--- src/hw/cfg_loader_pkg.sv ---
package cfg_loader_pkg;
	// secondary memory interface chip-select windows (byte addresses)
	localparam logic [31:0] FLASH_BASE        = 32'h6400_0000;
	localparam logic [31:0] FLASH_LAST        = 32'h641F_FFFF;
	localparam logic [31:0] CLEAR_BASE        = 32'h6800_0000;
	localparam logic [31:0] DATA_BASE         = 32'h6C00_0000;
	localparam logic [31:0] SPACE_MASK        = 32'hFC00_0000;
	// primary memory interface window to the logic
	localparam logic [31:0] LOGIC_BASE        = 32'hB000_0000;
	localparam logic [31:0] LOGIC_LAST        = 32'hB00F_FFFF;
	// flash paging
	localparam int          PAGE_BITS         = 2;
	localparam int          WINDOW_ABITS      = 20;
	localparam int          FLASH_ABITS       = 22;
	localparam int          PAGE_LOW_BIT      = 9;
	localparam int          PAGE_HIGH_BIT     = 10;
	localparam int          BOOT_BYTE_BITS    = 8;
	localparam int          FLASH_DATA_BITS   = 16;
	// clocking
	localparam int          CLK_MHZ           = 40;
	localparam logic [1:0]  CLK_MODE_DIV6     = 2'b10;
	localparam int          MEM_CLK_DIV       = 6;
	localparam int          CONFIG_BIT_DATA   = 0;

	// one decoded memory access
	typedef struct packed {
		logic        strobe;
		logic        write;
		logic [31:0] addr;
		logic [15:0] data;
	} mem_access_s;

	// loader sequence
	typedef enum logic [1:0] {
		ST_IDLE    = 2'b00,
		ST_CLEARED = 2'b01,
		ST_LOADING = 2'b11,
		ST_DONE    = 2'b10
	} load_state_e;
endpackage
--- src/hw/cfg_loader.sv ---
// Functional notes
// RULE1: clear-space access pulses logic clear line
// RULE2: data-space write shifts bit0, one clock edge
// RULE3: host clears first, then streams bits
// RULE4: flash window paged by two select bits
// RULE5: page bits extend twenty address lines
// RULE6: host changes only page bits
// RULE7: flash sixteen bits, boot uses low byte
// RULE8: boot copies flash start to address zero
// RULE9: configuration forwarded along host port chain
// RULE10: loader locks onto first active link port
// RULE11: link ports not ready until configured
// RULE12: senders wait about one second
// RULE13: logic runs at memory interface rate
// RULE14: mode 10 gives memory clock divide six
// RULE15: primary interface window selects logic
// RULE16: host streams image after clearing
// RULE17: host polls configured status
// RULE18: clear and bit clock last one access
// RULE19: outputs inactive after reset
module cfg_loader #(
	parameter int NUM_LINKS = 6
) (
	// clock, reset, enable
	input  wire logic                   CLK_SYS_IN,
	input  wire logic                   RESET_IN,
	input  wire logic                   CLK_EN_IN,
	// secondary memory interface access (same clock)
	input  wire logic                   MEM_STROBE_IN,
	input  wire logic                   MEM_WRITE_IN,
	input  wire logic [31:0]            MEM_ADDR_IN,
	input  wire logic [15:0]            MEM_DATA_IN,
	// processor general-purpose bits and clock mode
	input  wire logic [15:0]            GPIO_IN,
	input  wire logic [1:0]             CLK_MODE_IN,
	// primary memory interface address
	input  wire logic                   PRI_STROBE_IN,
	input  wire logic [31:0]            PRI_ADDR_IN,
	// configuration done pin (external)
	input  wire logic                   CONFIG_DONE_IN,
	// link ports data present
	input  wire logic [NUM_LINKS-1:0]   LINK_VALID_IN,
	// configuration pins
	output logic                        CONFIG_CLEAR_OUT,
	output logic                        CONFIG_BIT_CLOCK_OUT,
	output logic                        SERIAL_CONFIG_BIT_OUT,
	// flash
	output logic                        FLASH_SEL_OUT,
	output logic [cfg_loader_pkg::FLASH_ABITS-1:0] FLASH_ADDR_OUT,
	output logic [7:0]                  BOOT_BYTE_OUT,
	// status
	output logic                        CONFIGURED_OUT,
	output logic                        LOGIC_SEL_OUT,
	output logic [NUM_LINKS-1:0]        LINK_READY_OUT,
	output logic [NUM_LINKS-1:0]        LINK_GRANT_OUT,
	output logic                        CLK_DIV6_OUT,
	output logic [1:0]                  LOAD_STATE_OUT
);
	// decode wires
	cfg_loader_pkg::mem_access_s acc;
	wire logic                   hit_clear;
	wire logic                   hit_data;
	wire logic                   hit_flash;
	wire logic                   hit_logic;
	wire logic [1:0]             page;
	logic                        done_s1_q;   // first stage, read only by second
	logic                        done_s2_q;
	logic                        data_phase_q; // bit set up, edge pending
	logic [NUM_LINKS-1:0]        grant_q;
	cfg_loader_pkg::load_state_e state_q;
	cfg_loader_pkg::load_state_e state_d;

	// space decode used for the secondary interface clear and data spaces
	// neighbour host space masks to its own value, so forwarding never clears or loads
	function automatic logic in_space(input logic [31:0] a, input logic [31:0] base); // RULE9
		in_space = (a & cfg_loader_pkg::SPACE_MASK) == base;
	endfunction

	assign acc       = '{MEM_STROBE_IN, MEM_WRITE_IN, MEM_ADDR_IN, MEM_DATA_IN};
	assign hit_clear = acc.strobe && in_space(acc.addr, cfg_loader_pkg::CLEAR_BASE); // RULE1
	assign hit_data  = acc.strobe && acc.write && in_space(acc.addr, cfg_loader_pkg::DATA_BASE); // RULE2
	assign hit_flash = acc.strobe && (acc.addr >= cfg_loader_pkg::FLASH_BASE)
		&& (acc.addr <= cfg_loader_pkg::FLASH_LAST); // RULE4
	// ranges share a top, so the inclusive compare suffices
	assign hit_logic = PRI_STROBE_IN && (PRI_ADDR_IN >= cfg_loader_pkg::LOGIC_BASE)
		&& (PRI_ADDR_IN <= cfg_loader_pkg::LOGIC_LAST); // RULE15
	// page bits come straight from the processor pins
	assign page = {GPIO_IN[cfg_loader_pkg::PAGE_HIGH_BIT], GPIO_IN[cfg_loader_pkg::PAGE_LOW_BIT]}; // RULE5

	// done pin synchroniser
	always_ff @(posedge CLK_SYS_IN) begin
		if (RESET_IN) begin
			done_s1_q <= 1'b0;
			done_s2_q <= 1'b0;
		end else if (CLK_EN_IN) begin
			done_s1_q <= CONFIG_DONE_IN;
			done_s2_q <= done_s1_q;
		end
	end

	// loader sequence: clear, then stream, then done
	always_comb begin
		state_d = state_q;
		case (state_q)
			cfg_loader_pkg::ST_IDLE: begin
				if (hit_clear) begin
					state_d = cfg_loader_pkg::ST_CLEARED;
				end
			end
			cfg_loader_pkg::ST_CLEARED: begin
				if (hit_data) begin
					state_d = cfg_loader_pkg::ST_LOADING;
				end
			end
			cfg_loader_pkg::ST_LOADING: begin
				if (done_s2_q) begin
					state_d = cfg_loader_pkg::ST_DONE;
				end
			end
			cfg_loader_pkg::ST_DONE: begin
				if (hit_clear) begin
					state_d = cfg_loader_pkg::ST_CLEARED;
				end
			end
			default: begin
				state_d = cfg_loader_pkg::ST_IDLE;
			end
		endcase
		// a new clear always restarts the sequence
		if (hit_clear) begin
			state_d = cfg_loader_pkg::ST_CLEARED;
		end
	end

	// configuration pin drive; bit set up one cycle before its edge
	always_ff @(posedge CLK_SYS_IN) begin
		if (RESET_IN) begin
			state_q               <= cfg_loader_pkg::ST_IDLE;
			CONFIG_CLEAR_OUT      <= 1'b0; // RULE19
			CONFIG_BIT_CLOCK_OUT  <= 1'b0;
			SERIAL_CONFIG_BIT_OUT <= 1'b0;
			data_phase_q          <= 1'b0;
		end else if (CLK_EN_IN) begin
			state_q          <= state_d;
			CONFIG_CLEAR_OUT <= hit_clear; // RULE1 RULE18
			data_phase_q     <= hit_data;
			if (hit_data) begin
				SERIAL_CONFIG_BIT_OUT <= acc.data[cfg_loader_pkg::CONFIG_BIT_DATA]; // RULE2 RULE18
			end
			// edge one cycle after the bit settles, bit held meanwhile
			// limitation: a write in the very next cycle moves the bit at this edge,
			// so the host leaves one idle cycle between data writes
			CONFIG_BIT_CLOCK_OUT <= data_phase_q; // RULE2 RULE18
		end
	end

	// flash, status and link outputs
	always_ff @(posedge CLK_SYS_IN) begin
		if (RESET_IN) begin
			FLASH_SEL_OUT  <= 1'b0;
			FLASH_ADDR_OUT <= '0; // RULE19 RULE8
			BOOT_BYTE_OUT  <= 8'h00;
			CONFIGURED_OUT <= 1'b0;
			LOGIC_SEL_OUT  <= 1'b0;
			LINK_READY_OUT <= '0;
			grant_q        <= '0;
			CLK_DIV6_OUT   <= 1'b0;
			LOAD_STATE_OUT <= 2'b00;
		end else if (CLK_EN_IN) begin
			FLASH_SEL_OUT  <= hit_flash;
			FLASH_ADDR_OUT <= {page, acc.addr[cfg_loader_pkg::WINDOW_ABITS-1:0]}; // RULE4 RULE5
			BOOT_BYTE_OUT  <= acc.data[cfg_loader_pkg::BOOT_BYTE_BITS-1:0]; // RULE7
			CONFIGURED_OUT <= done_s2_q; // RULE17
			LOGIC_SEL_OUT  <= hit_logic && done_s2_q; // RULE13 RULE15
			LINK_READY_OUT <= {NUM_LINKS{done_s2_q}}; // RULE11
			CLK_DIV6_OUT   <= CLK_MODE_IN == cfg_loader_pkg::CLK_MODE_DIV6; // RULE14
			LOAD_STATE_OUT <= state_q;
			// lock onto lowest active port; others ignored until reset or until the synchronised done drops
			if (!done_s2_q) begin
				grant_q <= '0;
			end else if (grant_q == '0) begin
				grant_q <= LINK_VALID_IN & (~LINK_VALID_IN + 1'b1); // RULE10
			end
		end
	end
	assign LINK_GRANT_OUT = grant_q;

	// bit clock follows a data-space write by two cycles
	bit_edge_a: assert property (@(posedge CLK_SYS_IN) disable iff (RESET_IN) // RULE2
		CLK_EN_IN && hit_data ##1 CLK_EN_IN |=> CONFIG_BIT_CLOCK_OUT)
		else $error("bit clock edge missing");
	// clear lasts one access
	clear_pulse_a: assert property (@(posedge CLK_SYS_IN) disable iff (RESET_IN) // RULE18
		CLK_EN_IN && !hit_clear |=> !CONFIG_CLEAR_OUT)
		else $error("clear line too long");
	// a data write sets the serial bit at the next edge
	bit_load_a: assert property (@(posedge CLK_SYS_IN) disable iff (RESET_IN) // RULE2
		CLK_EN_IN && hit_data |=> SERIAL_CONFIG_BIT_OUT == $past(acc.data[cfg_loader_pkg::CONFIG_BIT_DATA]))
		else $error("serial bit not loaded");
	// bit standing before the rising edge is the one written two cycles earlier
	bit_stable_a: assert property (@(posedge CLK_SYS_IN) disable iff (RESET_IN) // RULE18
		$rose(CONFIG_BIT_CLOCK_OUT) && $past(CLK_EN_IN) && $past(CLK_EN_IN, 2)
		|-> $past(SERIAL_CONFIG_BIT_OUT) == $past(acc.data[cfg_loader_pkg::CONFIG_BIT_DATA], 2))
		else $error("serial bit moved at edge");
	// not ready before configuration
	link_wait_a: assert property (@(posedge CLK_SYS_IN) disable iff (RESET_IN) // RULE11
		!done_s2_q |-> ##1 (LINK_READY_OUT == '0 || !CLK_EN_IN))
		else $error("link ready too early");
	// at most one port granted
	one_grant_a: assert property (@(posedge CLK_SYS_IN) disable iff (RESET_IN) // RULE10
		$onehot0(grant_q))
		else $error("several ports granted");
	// page bits reach top address lines
	page_addr_a: assert property (@(posedge CLK_SYS_IN) disable iff (RESET_IN) // RULE4
		CLK_EN_IN |=> FLASH_ADDR_OUT[cfg_loader_pkg::FLASH_ABITS-1 -: 2] == $past(page))
		else $error("page select not applied");
	// clear restarts the loader
	clear_state_a: assert property (@(posedge CLK_SYS_IN) disable iff (RESET_IN) // RULE1
		CLK_EN_IN && hit_clear |=> state_q == cfg_loader_pkg::ST_CLEARED)
		else $error("clear did not restart");
	// logic window gated by configuration
	logic_sel_a: assert property (@(posedge CLK_SYS_IN) disable iff (RESET_IN) // RULE15
		LOGIC_SEL_OUT |-> $past(done_s2_q))
		else $error("logic selected unconfigured");
endmodule

--- config.mk ---
export PLATFORM = sky130hd
export DESIGN_NAME = cfg_loader
export DESIGN_NICKNAME = d
export VERILOG_FILES = /design/src/hw/cfg_loader_pkg.sv /design/src/hw/cfg_loader.sv
export SDC_FILE = /design/constraint.sdc
export NUM_CORES = 1
export LEC_CHECK = 0
export ABC_AREA = 1
export BUFFER_PORTS_ARGS = -buffer_cell sky130_fd_sc_hd__buf_2
export CAP_MARGIN = 20
export CORE_ASPECT_RATIO = 1.4
export CORE_MARGIN = 3
export CORE_UTILIZATION = 41
export CTS_BUF_LIST = sky130_fd_sc_hd__clkbuf_8
export CTS_CLUSTER_DIAMETER = 100
export DETAILED_ROUTE_END_ITERATION = 6
export PLACE_DENSITY_LB_ADDON = 0.1
export SYNTH_ARGS = -nofsm -noshare
export SYNTH_HDL_FRONTEND = slang
export SYNTH_SLANG_ARGS = --single-unit
--- constraint.sdc ---
create_clock -name CLK_SYS_IN -period 1.4 [get_ports CLK_SYS_IN]
set_input_delay 0.28 -clock CLK_SYS_IN [delete_from_list [all_inputs] [get_ports CLK_SYS_IN]]
set_output_delay 0.28 -clock CLK_SYS_IN [all_outputs]
set_load 0.02 [all_outputs]
==> impl_results.md, run 1 <==
- Drt wl/cell: 11.3 um
- Slew Viols, Final: 0
- Max Cap Violations: 0
- Net Switching: 771 uW
- Cell leakage power: 0.00144 uW
- Layout cells sized above 1: 35.5%
- IO Port Bufs: 118
- Status: complete, no violations
- Final Critical Period: 1.25 ns
- Net Count, Synth: 391
- Clk sinks: 50
- Root Driver: clkbuf_8
- Top cell type's share of synthesized area: 48.5%
- Synth Register Bits: 50
- Multi-input logic area: 877 um^2
- Clock Path Buffers: 2
- Worst-path clk slew: 0.08 ns
- Largest net degree at the start of global routing: 29
- Worst-skew pair later-pin latency: 0.29 ns
- Total grt overflow: 0
- Initial drt markers: 78
- # DRC: 0
- # setup viols final: 0
- Num ports: 162
- Crit Path Max Fanout: 11
- Die H: 89.9 um
- Crit. End Element: flip-flop
- CP required: 1.59 ns
- Relative max-transition margin: 81.1%
- GRT Overall Usage: 17.0%
- Unrepaired setup endpoints after global routing: false
- Total number of yosys warnings: 0
- H-Tree Depth: 2
- Final hold viol count: 0
- Initial antenna violation count: 0
- Combinational share of power: 17.8%
- Register cell area after layout: 1000 um^2
- Setup tns final: 0 ns
- Top post-synthesis cells by area: dfxtp_1 (49%), nor2_1 (15%), o21ai_0 (9.5%)
- Tightest Hold Check Type: in -> reg
- Mapped Cells: 280
- Largest vdd supply drop: 0.657 mV
- DP Wirelength: 3890 um
- Ant diodes: 0
- Commonest cells after routing, fill and taps aside: buf_2 (118), nor2_1 (84), dfxtp_1 (50), o21ai_0 (39), nand2_1 (26)
- Pwr Density: 1040 nW/um^2
- Worst Hold Slack: 0.205 ns
- Core area: 4680 um^2
- Synth Area per Inst: 7.37 um^2
- Clk pwr share: 28.2%
- Clock buffer count from CTS: 5
- Flop2flop setup slack: 0.15 ns
- F_max: 801 MHz
- Post-CTS Setup Inserts: 0
- Sequential fraction of the synthesis area: 48.5%
- Vias in the first global route: 1927
- Routability Congestion: 0.766
- Starting Density: 44.1%
- Fillers: 459
- Worst-margin pin slew: 0.281 ns
- Cell Int Power: 2090 uW
- WS Path Type: reg -> reg
- First-pass GRT wire length: 8120 um
- Drt pass-1 iters: 4
- CTS resizes: 0
- Switching share of total power: 27.0%
- Period utilisation layout: 89.1%
- # nets final: 504
- Startpoint Class: flip-flop
- Die ar.: 5930 um^2
- Crit path arrival time: 1.44 ns
- CTS tree: built
- Row Count: 29
- Via density: 4.66
- Most common cell after layout, fill and taps aside: buf_2
- Via count: 2116
- Total wire length: 5110 um
- Flop pwr share: 54.0%
- DIE WIDTH: 66.0 um
- Area growth syn-to-layout: 33.5%
- Final ANT Viol Nets: 0
- Post-synth top area cell: dfxtp_1
- Mapped Area: 2060 um^2
- Worst Skew: 0.00260 ns
- Unique masters post-synth: 27
- Hold buffers post-CTS: 0
## state kept, by name, summed over array words and instances (netlist names), 2 cells and up
register        cells
state_q             2
LOAD_STATE_OUT      2
LINK_GRANT_OUT      6
BOOT_BYTE_OUT       8
FLASH_ADDR_OUT     22
## final timing paths
kind / depth (start not counted) / end / start
worst min register to register: 2 / SERIAL_CONFIG_BIT_OUT$_SDFFE_PP0P_ / SERIAL_CONFIG_BIT_OUT$_SDFFE_PP0P_
worst max register to register: 6 / LINK_GRANT_OUT[1]$_SDFFE_PP0P_ / LINK_GRANT_OUT[0]$_SDFFE_PP0P_
worst min-delay path: 3 / FLASH_ADDR_OUT[18]$_SDFFE_PP0P_ / MEM_ADDR_IN[18]
worst max-delay path: 6 / LINK_GRANT_OUT[1]$_SDFFE_PP0P_ / LINK_GRANT_OUT[0]$_SDFFE_PP0P_
## through the flow
stage,setup WS [ns],total power [uW],utilization (%),instances,instance area [um^2]
after global placement,0.152,2080,57.1,448,2670
after global routing,0.0296,3020,58.9,454,2760
after detailed placement,0.123,2090,57.1,448,2670
final,0.152,2860,58.9,454,2760
after floorplan,0.240,1880,-,280,2060
after CTS,0.128,2910,58.9,454,2760
## power by group through the flow
stage,clock [uW],combinational [uW],sequential (uW)
final,804,509,1540
after detailed placement,0,514,1580
after floorplan,0,207,1670
after global placement,0,508,1570
after CTS,845,516,1540
after global routing,897,565,1550
## cell families (layout without fill, tap and decap cells)
family / after synthesis / in the layout / synth area share, %
simple gates: 132 / 132 / 26.1
compound gates: 61 / 61 / 16.4
flops: 50 / 50 / 48.5
buf+inv: 37 / 149 / 8.97
## cell type report
class / count / area share [%]
inverter: 17 / 2.41
timing repair buffer: 126 / 23.6
sequential: 50 / 36.3
clock buffer: 6 / 3.00
multi-input combinational: 193 / 31.8
tap: 62 / 2.82
## layer usage
layer / wire length, um / share of wire [%] / vias to the layer above / global-route usage, %
met2: 2500 / 49 / 88 / 30.5
met4: 67 / 1.3 / 0 / 5.59
met1: 2050 / 40 / 903 / 18.4
met5: 0 / 0 / - / 0
li1: - / - / 1120 / -
met3: 492 / 9.6 / 5 / 5.36
## cell usage after synthesis (all sizes together)
cell,number
o211a,2
nand2,27
buf,13
inv,17
dfxtp,50
a31oi,1
a21oi,16
o21ai,40
o21bai,1
nand3,12
a211oi,1
nor3,5
clkbuf,7
nor2,85
nor4,1
nand4,2
## worst max-delay path: stages (launching register included)
cell,delay (ns)
dfxtp_1,0.33
nor2_1,0.12
nand3_1,0.13
a21oi_4,0.29
inv_1,0.09
a21oi_1,0.13
nor2_1,0.05
Note: power is estimated with default switching activity, not from simulation.
==> run 2: changes to the inputs <==
--- a/config.mk
+++ b/config.mk
@@ -5,12 +5,12 @@
 export SDC_FILE = /design/constraint.sdc
 export NUM_CORES = 1
 export LEC_CHECK = 0
-export ABC_AREA = 1
+export ABC_AREA = 0
 export BUFFER_PORTS_ARGS = -buffer_cell sky130_fd_sc_hd__buf_2
 export CAP_MARGIN = 20
 export CORE_ASPECT_RATIO = 1.4
 export CORE_MARGIN = 3
-export CORE_UTILIZATION = 41
+export CORE_UTILIZATION = 40
 export CTS_BUF_LIST = sky130_fd_sc_hd__clkbuf_8
 export CTS_CLUSTER_DIAMETER = 100
 export DETAILED_ROUTE_END_ITERATION = 6
==> constraint.sdc (replaced) <==
create_clock -name CLK_SYS_IN -period 1.4 [get_ports CLK_SYS_IN]
set_input_delay 0.28 -clock CLK_SYS_IN [delete_from_list [all_inputs] [get_ports CLK_SYS_IN]]
set_output_delay 0.28 -clock CLK_SYS_IN [all_outputs]
set_load 0.05 [all_outputs]
==> impl_results.md, run 2 <==
- Total power: 3040 uW
- Clock Path Buffers: 2
- Post-CTS Setup Inserts: 0
- Setup tns final: 0 ns
- Die ar.: 5850 um^2
- Crit. End Element: output port
- Post-synth top cells: dfxtp_1 (50), nor2_1 (41), mux2i_1 (37), nand2b_1 (9), buf_4 (7)
- Final ANT Viol Nets: 0
- Crit Path Max Fanout: 8
- Max Cap Violations: 0
- Delay-heaviest family, CP: flip-flops
- Die H: 89.3 um
- Via density: 4.81
- Mapped Area: 1980 um^2
- CP max stage cell: dfxtp_1
- First-pass GRT wire length: 7070 um
- Met2 wire len: 2250 um
- Mapped Cells: 194
- Commonest cells after routing, fill and taps aside: buf_2 (118), dfxtp_1 (50), nor2_1 (41), mux2i_1 (37)
- Routability Congestion: 0.695
- Area growth syn-to-layout: 38.0%
- Pwr Density: 1110 nW/um^2
- Cell Int Power: 2200 uW
- Final hold viol count: 0
- Non-Filler Instances: 375
- Metal1 wirelength: 1780 um
- H-Tree Depth: 2
- Via count: 1802
- Worst Skew: 0.00443 ns
- DP Wirelength: 3500 um
- Ant diodes: 0
- Post-Place Worst Slack: 0.126 ns
- Root Driver: clkbuf_8
- Clock buffer count from CTS: 5
- Sequential fraction of the synthesis area: 50.4%
- Crit path arrival time: 1.02 ns
- Num ports: 162
- Initial drt markers: 39
- CP required: 1.12 ns
- Net Count, Synth: 305
- Initial antenna violation count: 0
- Cell leakage power: 0.00145 uW
- DIE WIDTH: 65.5 um
- Vias in the first global route: 1612
- # nets final: 423
- Top post-synthesis cells by area: dfxtp_1 (50%), mux2i_1 (19%), nor2_1 (7.8%)
- # setup viols final: 0
- GRT Overall Usage: 15.4%
- Total wire length: 4530 um
- Row Count: 29
- Ordered list of cells on the worst path: buf_2
- Drt pass-1 iters: 4
- Hold buffers post-CTS: 0
- Total grt overflow: 0
- Worst-skew pair later-pin latency: 0.29 ns
- Unique masters post-synth: 28
- Layout cells sized above 1: 44.1%
- Startpoint Class: flip-flop
- Tightest Hold Check Type: in -> reg
- Top cell type's share of synthesized area: 50.4%
- Drt wl/cell: 12.1 um
- Post-synth ARST share: 0%
- Most common cell after layout, fill and taps aside: buf_2
- Net Switching: 838 uW
- Synth Area per Inst: 10.2 um^2
- Crit path buf inv count: 1
- Largest net degree at the start of global routing: 27
- Largest register FFs: 22
- Worst Hold Slack: 0.193 ns
- F_max: 770 MHz
- Post-synth top area cell: dfxtp_1
- Period utilisation layout: 92.8%
- Starting Density: 42.7%
- Slew Viols, Final: 0
- Unrepaired setup endpoints after global routing: false
- Met3 wire len: 448 um
- Final Critical Period: 1.30 ns
- Largest vdd supply drop: 0.714 mV
- Worst-path clk slew: 0.08 ns
- Top sig layer: met4
- Status: complete, no violations
- Clk pwr share: 32.3%
- Clk sinks: 50
- Relative max-transition margin: 73.6%
- Most used flip-flop cell after synthesis: dfxtp_1
- CTS resizes: 0
- Worst-margin pin slew: 0.397 ns
- IO Port Bufs: 118
- Combinational share of power: 18.1%
- Top-count cell post-synth: dfxtp_1
- CTS tree: built
- Synth Register Bits: 50
- # DRC: 0
- Setup WS post-layout: 0.101 ns
- WS Path Type: reg -> out
- Core area: 4640 um^2
- Post-synth EDFFs: 0
- Switching share of total power: 27.5%
- Total number of yosys warnings: 0
- CP peak stage delay: 0.43 ns
- Flop pwr share: 49.6%
- Largest register by flop count: FLASH_ADDR_OUT
- Inst Count DP: 367
[run 2: logic make-up (layout without fill, tap and decap cells)]
kind of cell,after synthesis,count (layout),synth area share [%]
AND/OR/NAND/NOR,74,74,20.6
buffers and inverters,19,138,5.17
AO/OA/AOI/OAI,14,14,5.11
flip-flops,50,50,50.4
multiplexers,37,37,18.7
[run 2: path summary, 6_finish.rpt]
| check | cells past startpoint | startpoint | slack [ns] | end |
|---|---|---|---|---|
| min reg2reg | 2 | LOGIC_SEL_OUT$_SDFFE_PP0P_ | 0.47 | LOGIC_SEL_OUT$_SDFFE_PP0P_ |
| max reg2reg | 3 | LINK_GRANT_OUT[2]$_SDFFE_PP0P_ | 0.24 | LINK_GRANT_OUT[4]$_SDFFE_PP0P_ |
| min | 2 | LINK_VALID_IN[3] | 0.19 | LINK_GRANT_OUT[4]$_SDFFE_PP0P_ |
| max | 1 | LINK_READY_OUT[0]$_SDFFE_PP0P_ | 0.10 | LINK_READY_OUT[3] |
[run 2: through the flow]
| stage | cell area, um^2 | util, % |
|---|---|---|
| after floorplan | 1980 | - |
| final | 2740 | 59.0 |
| after global placement | 2630 | 56.6 |
| after CTS | 2740 | 59.0 |
| after global routing | 2740 | 59.0 |
| after detailed placement | 2630 | 56.6 |
[run 2: cell type report]
| type | instances | area (um^2) |
|---|---|---|
| clock buffer | 5 | 68.8 |
| clock inverter | 3 | 41.3 |
| timing repair buffer | 127 | 658 |
| multi-input combinational | 125 | 881 |
| fill | 457 | 1910 |
| inverter | 3 | 11.3 |
| tap | 62 | 77.6 |
| sequential | 50 | 1000 |
[run 2: routing by layer]
layer | global-route usage (%) | vias to the layer above
li1 | - | 898
met4 | 4.53 | 0
met3 | 5.79 | 6
met2 | 27.4 | 77
met1 | 17.2 | 821
met5 | 0 | -
[run 2: power by group through the flow]
stage               Clock, uW  Combinational, uW  Sequential [uW]
finish                    982                550             1510
global route             1080                592             1520
CTS                      1030                557             1510
detailed placement          0                556             1540
global placement            0                551             1540
floorplan                   0                176             1730
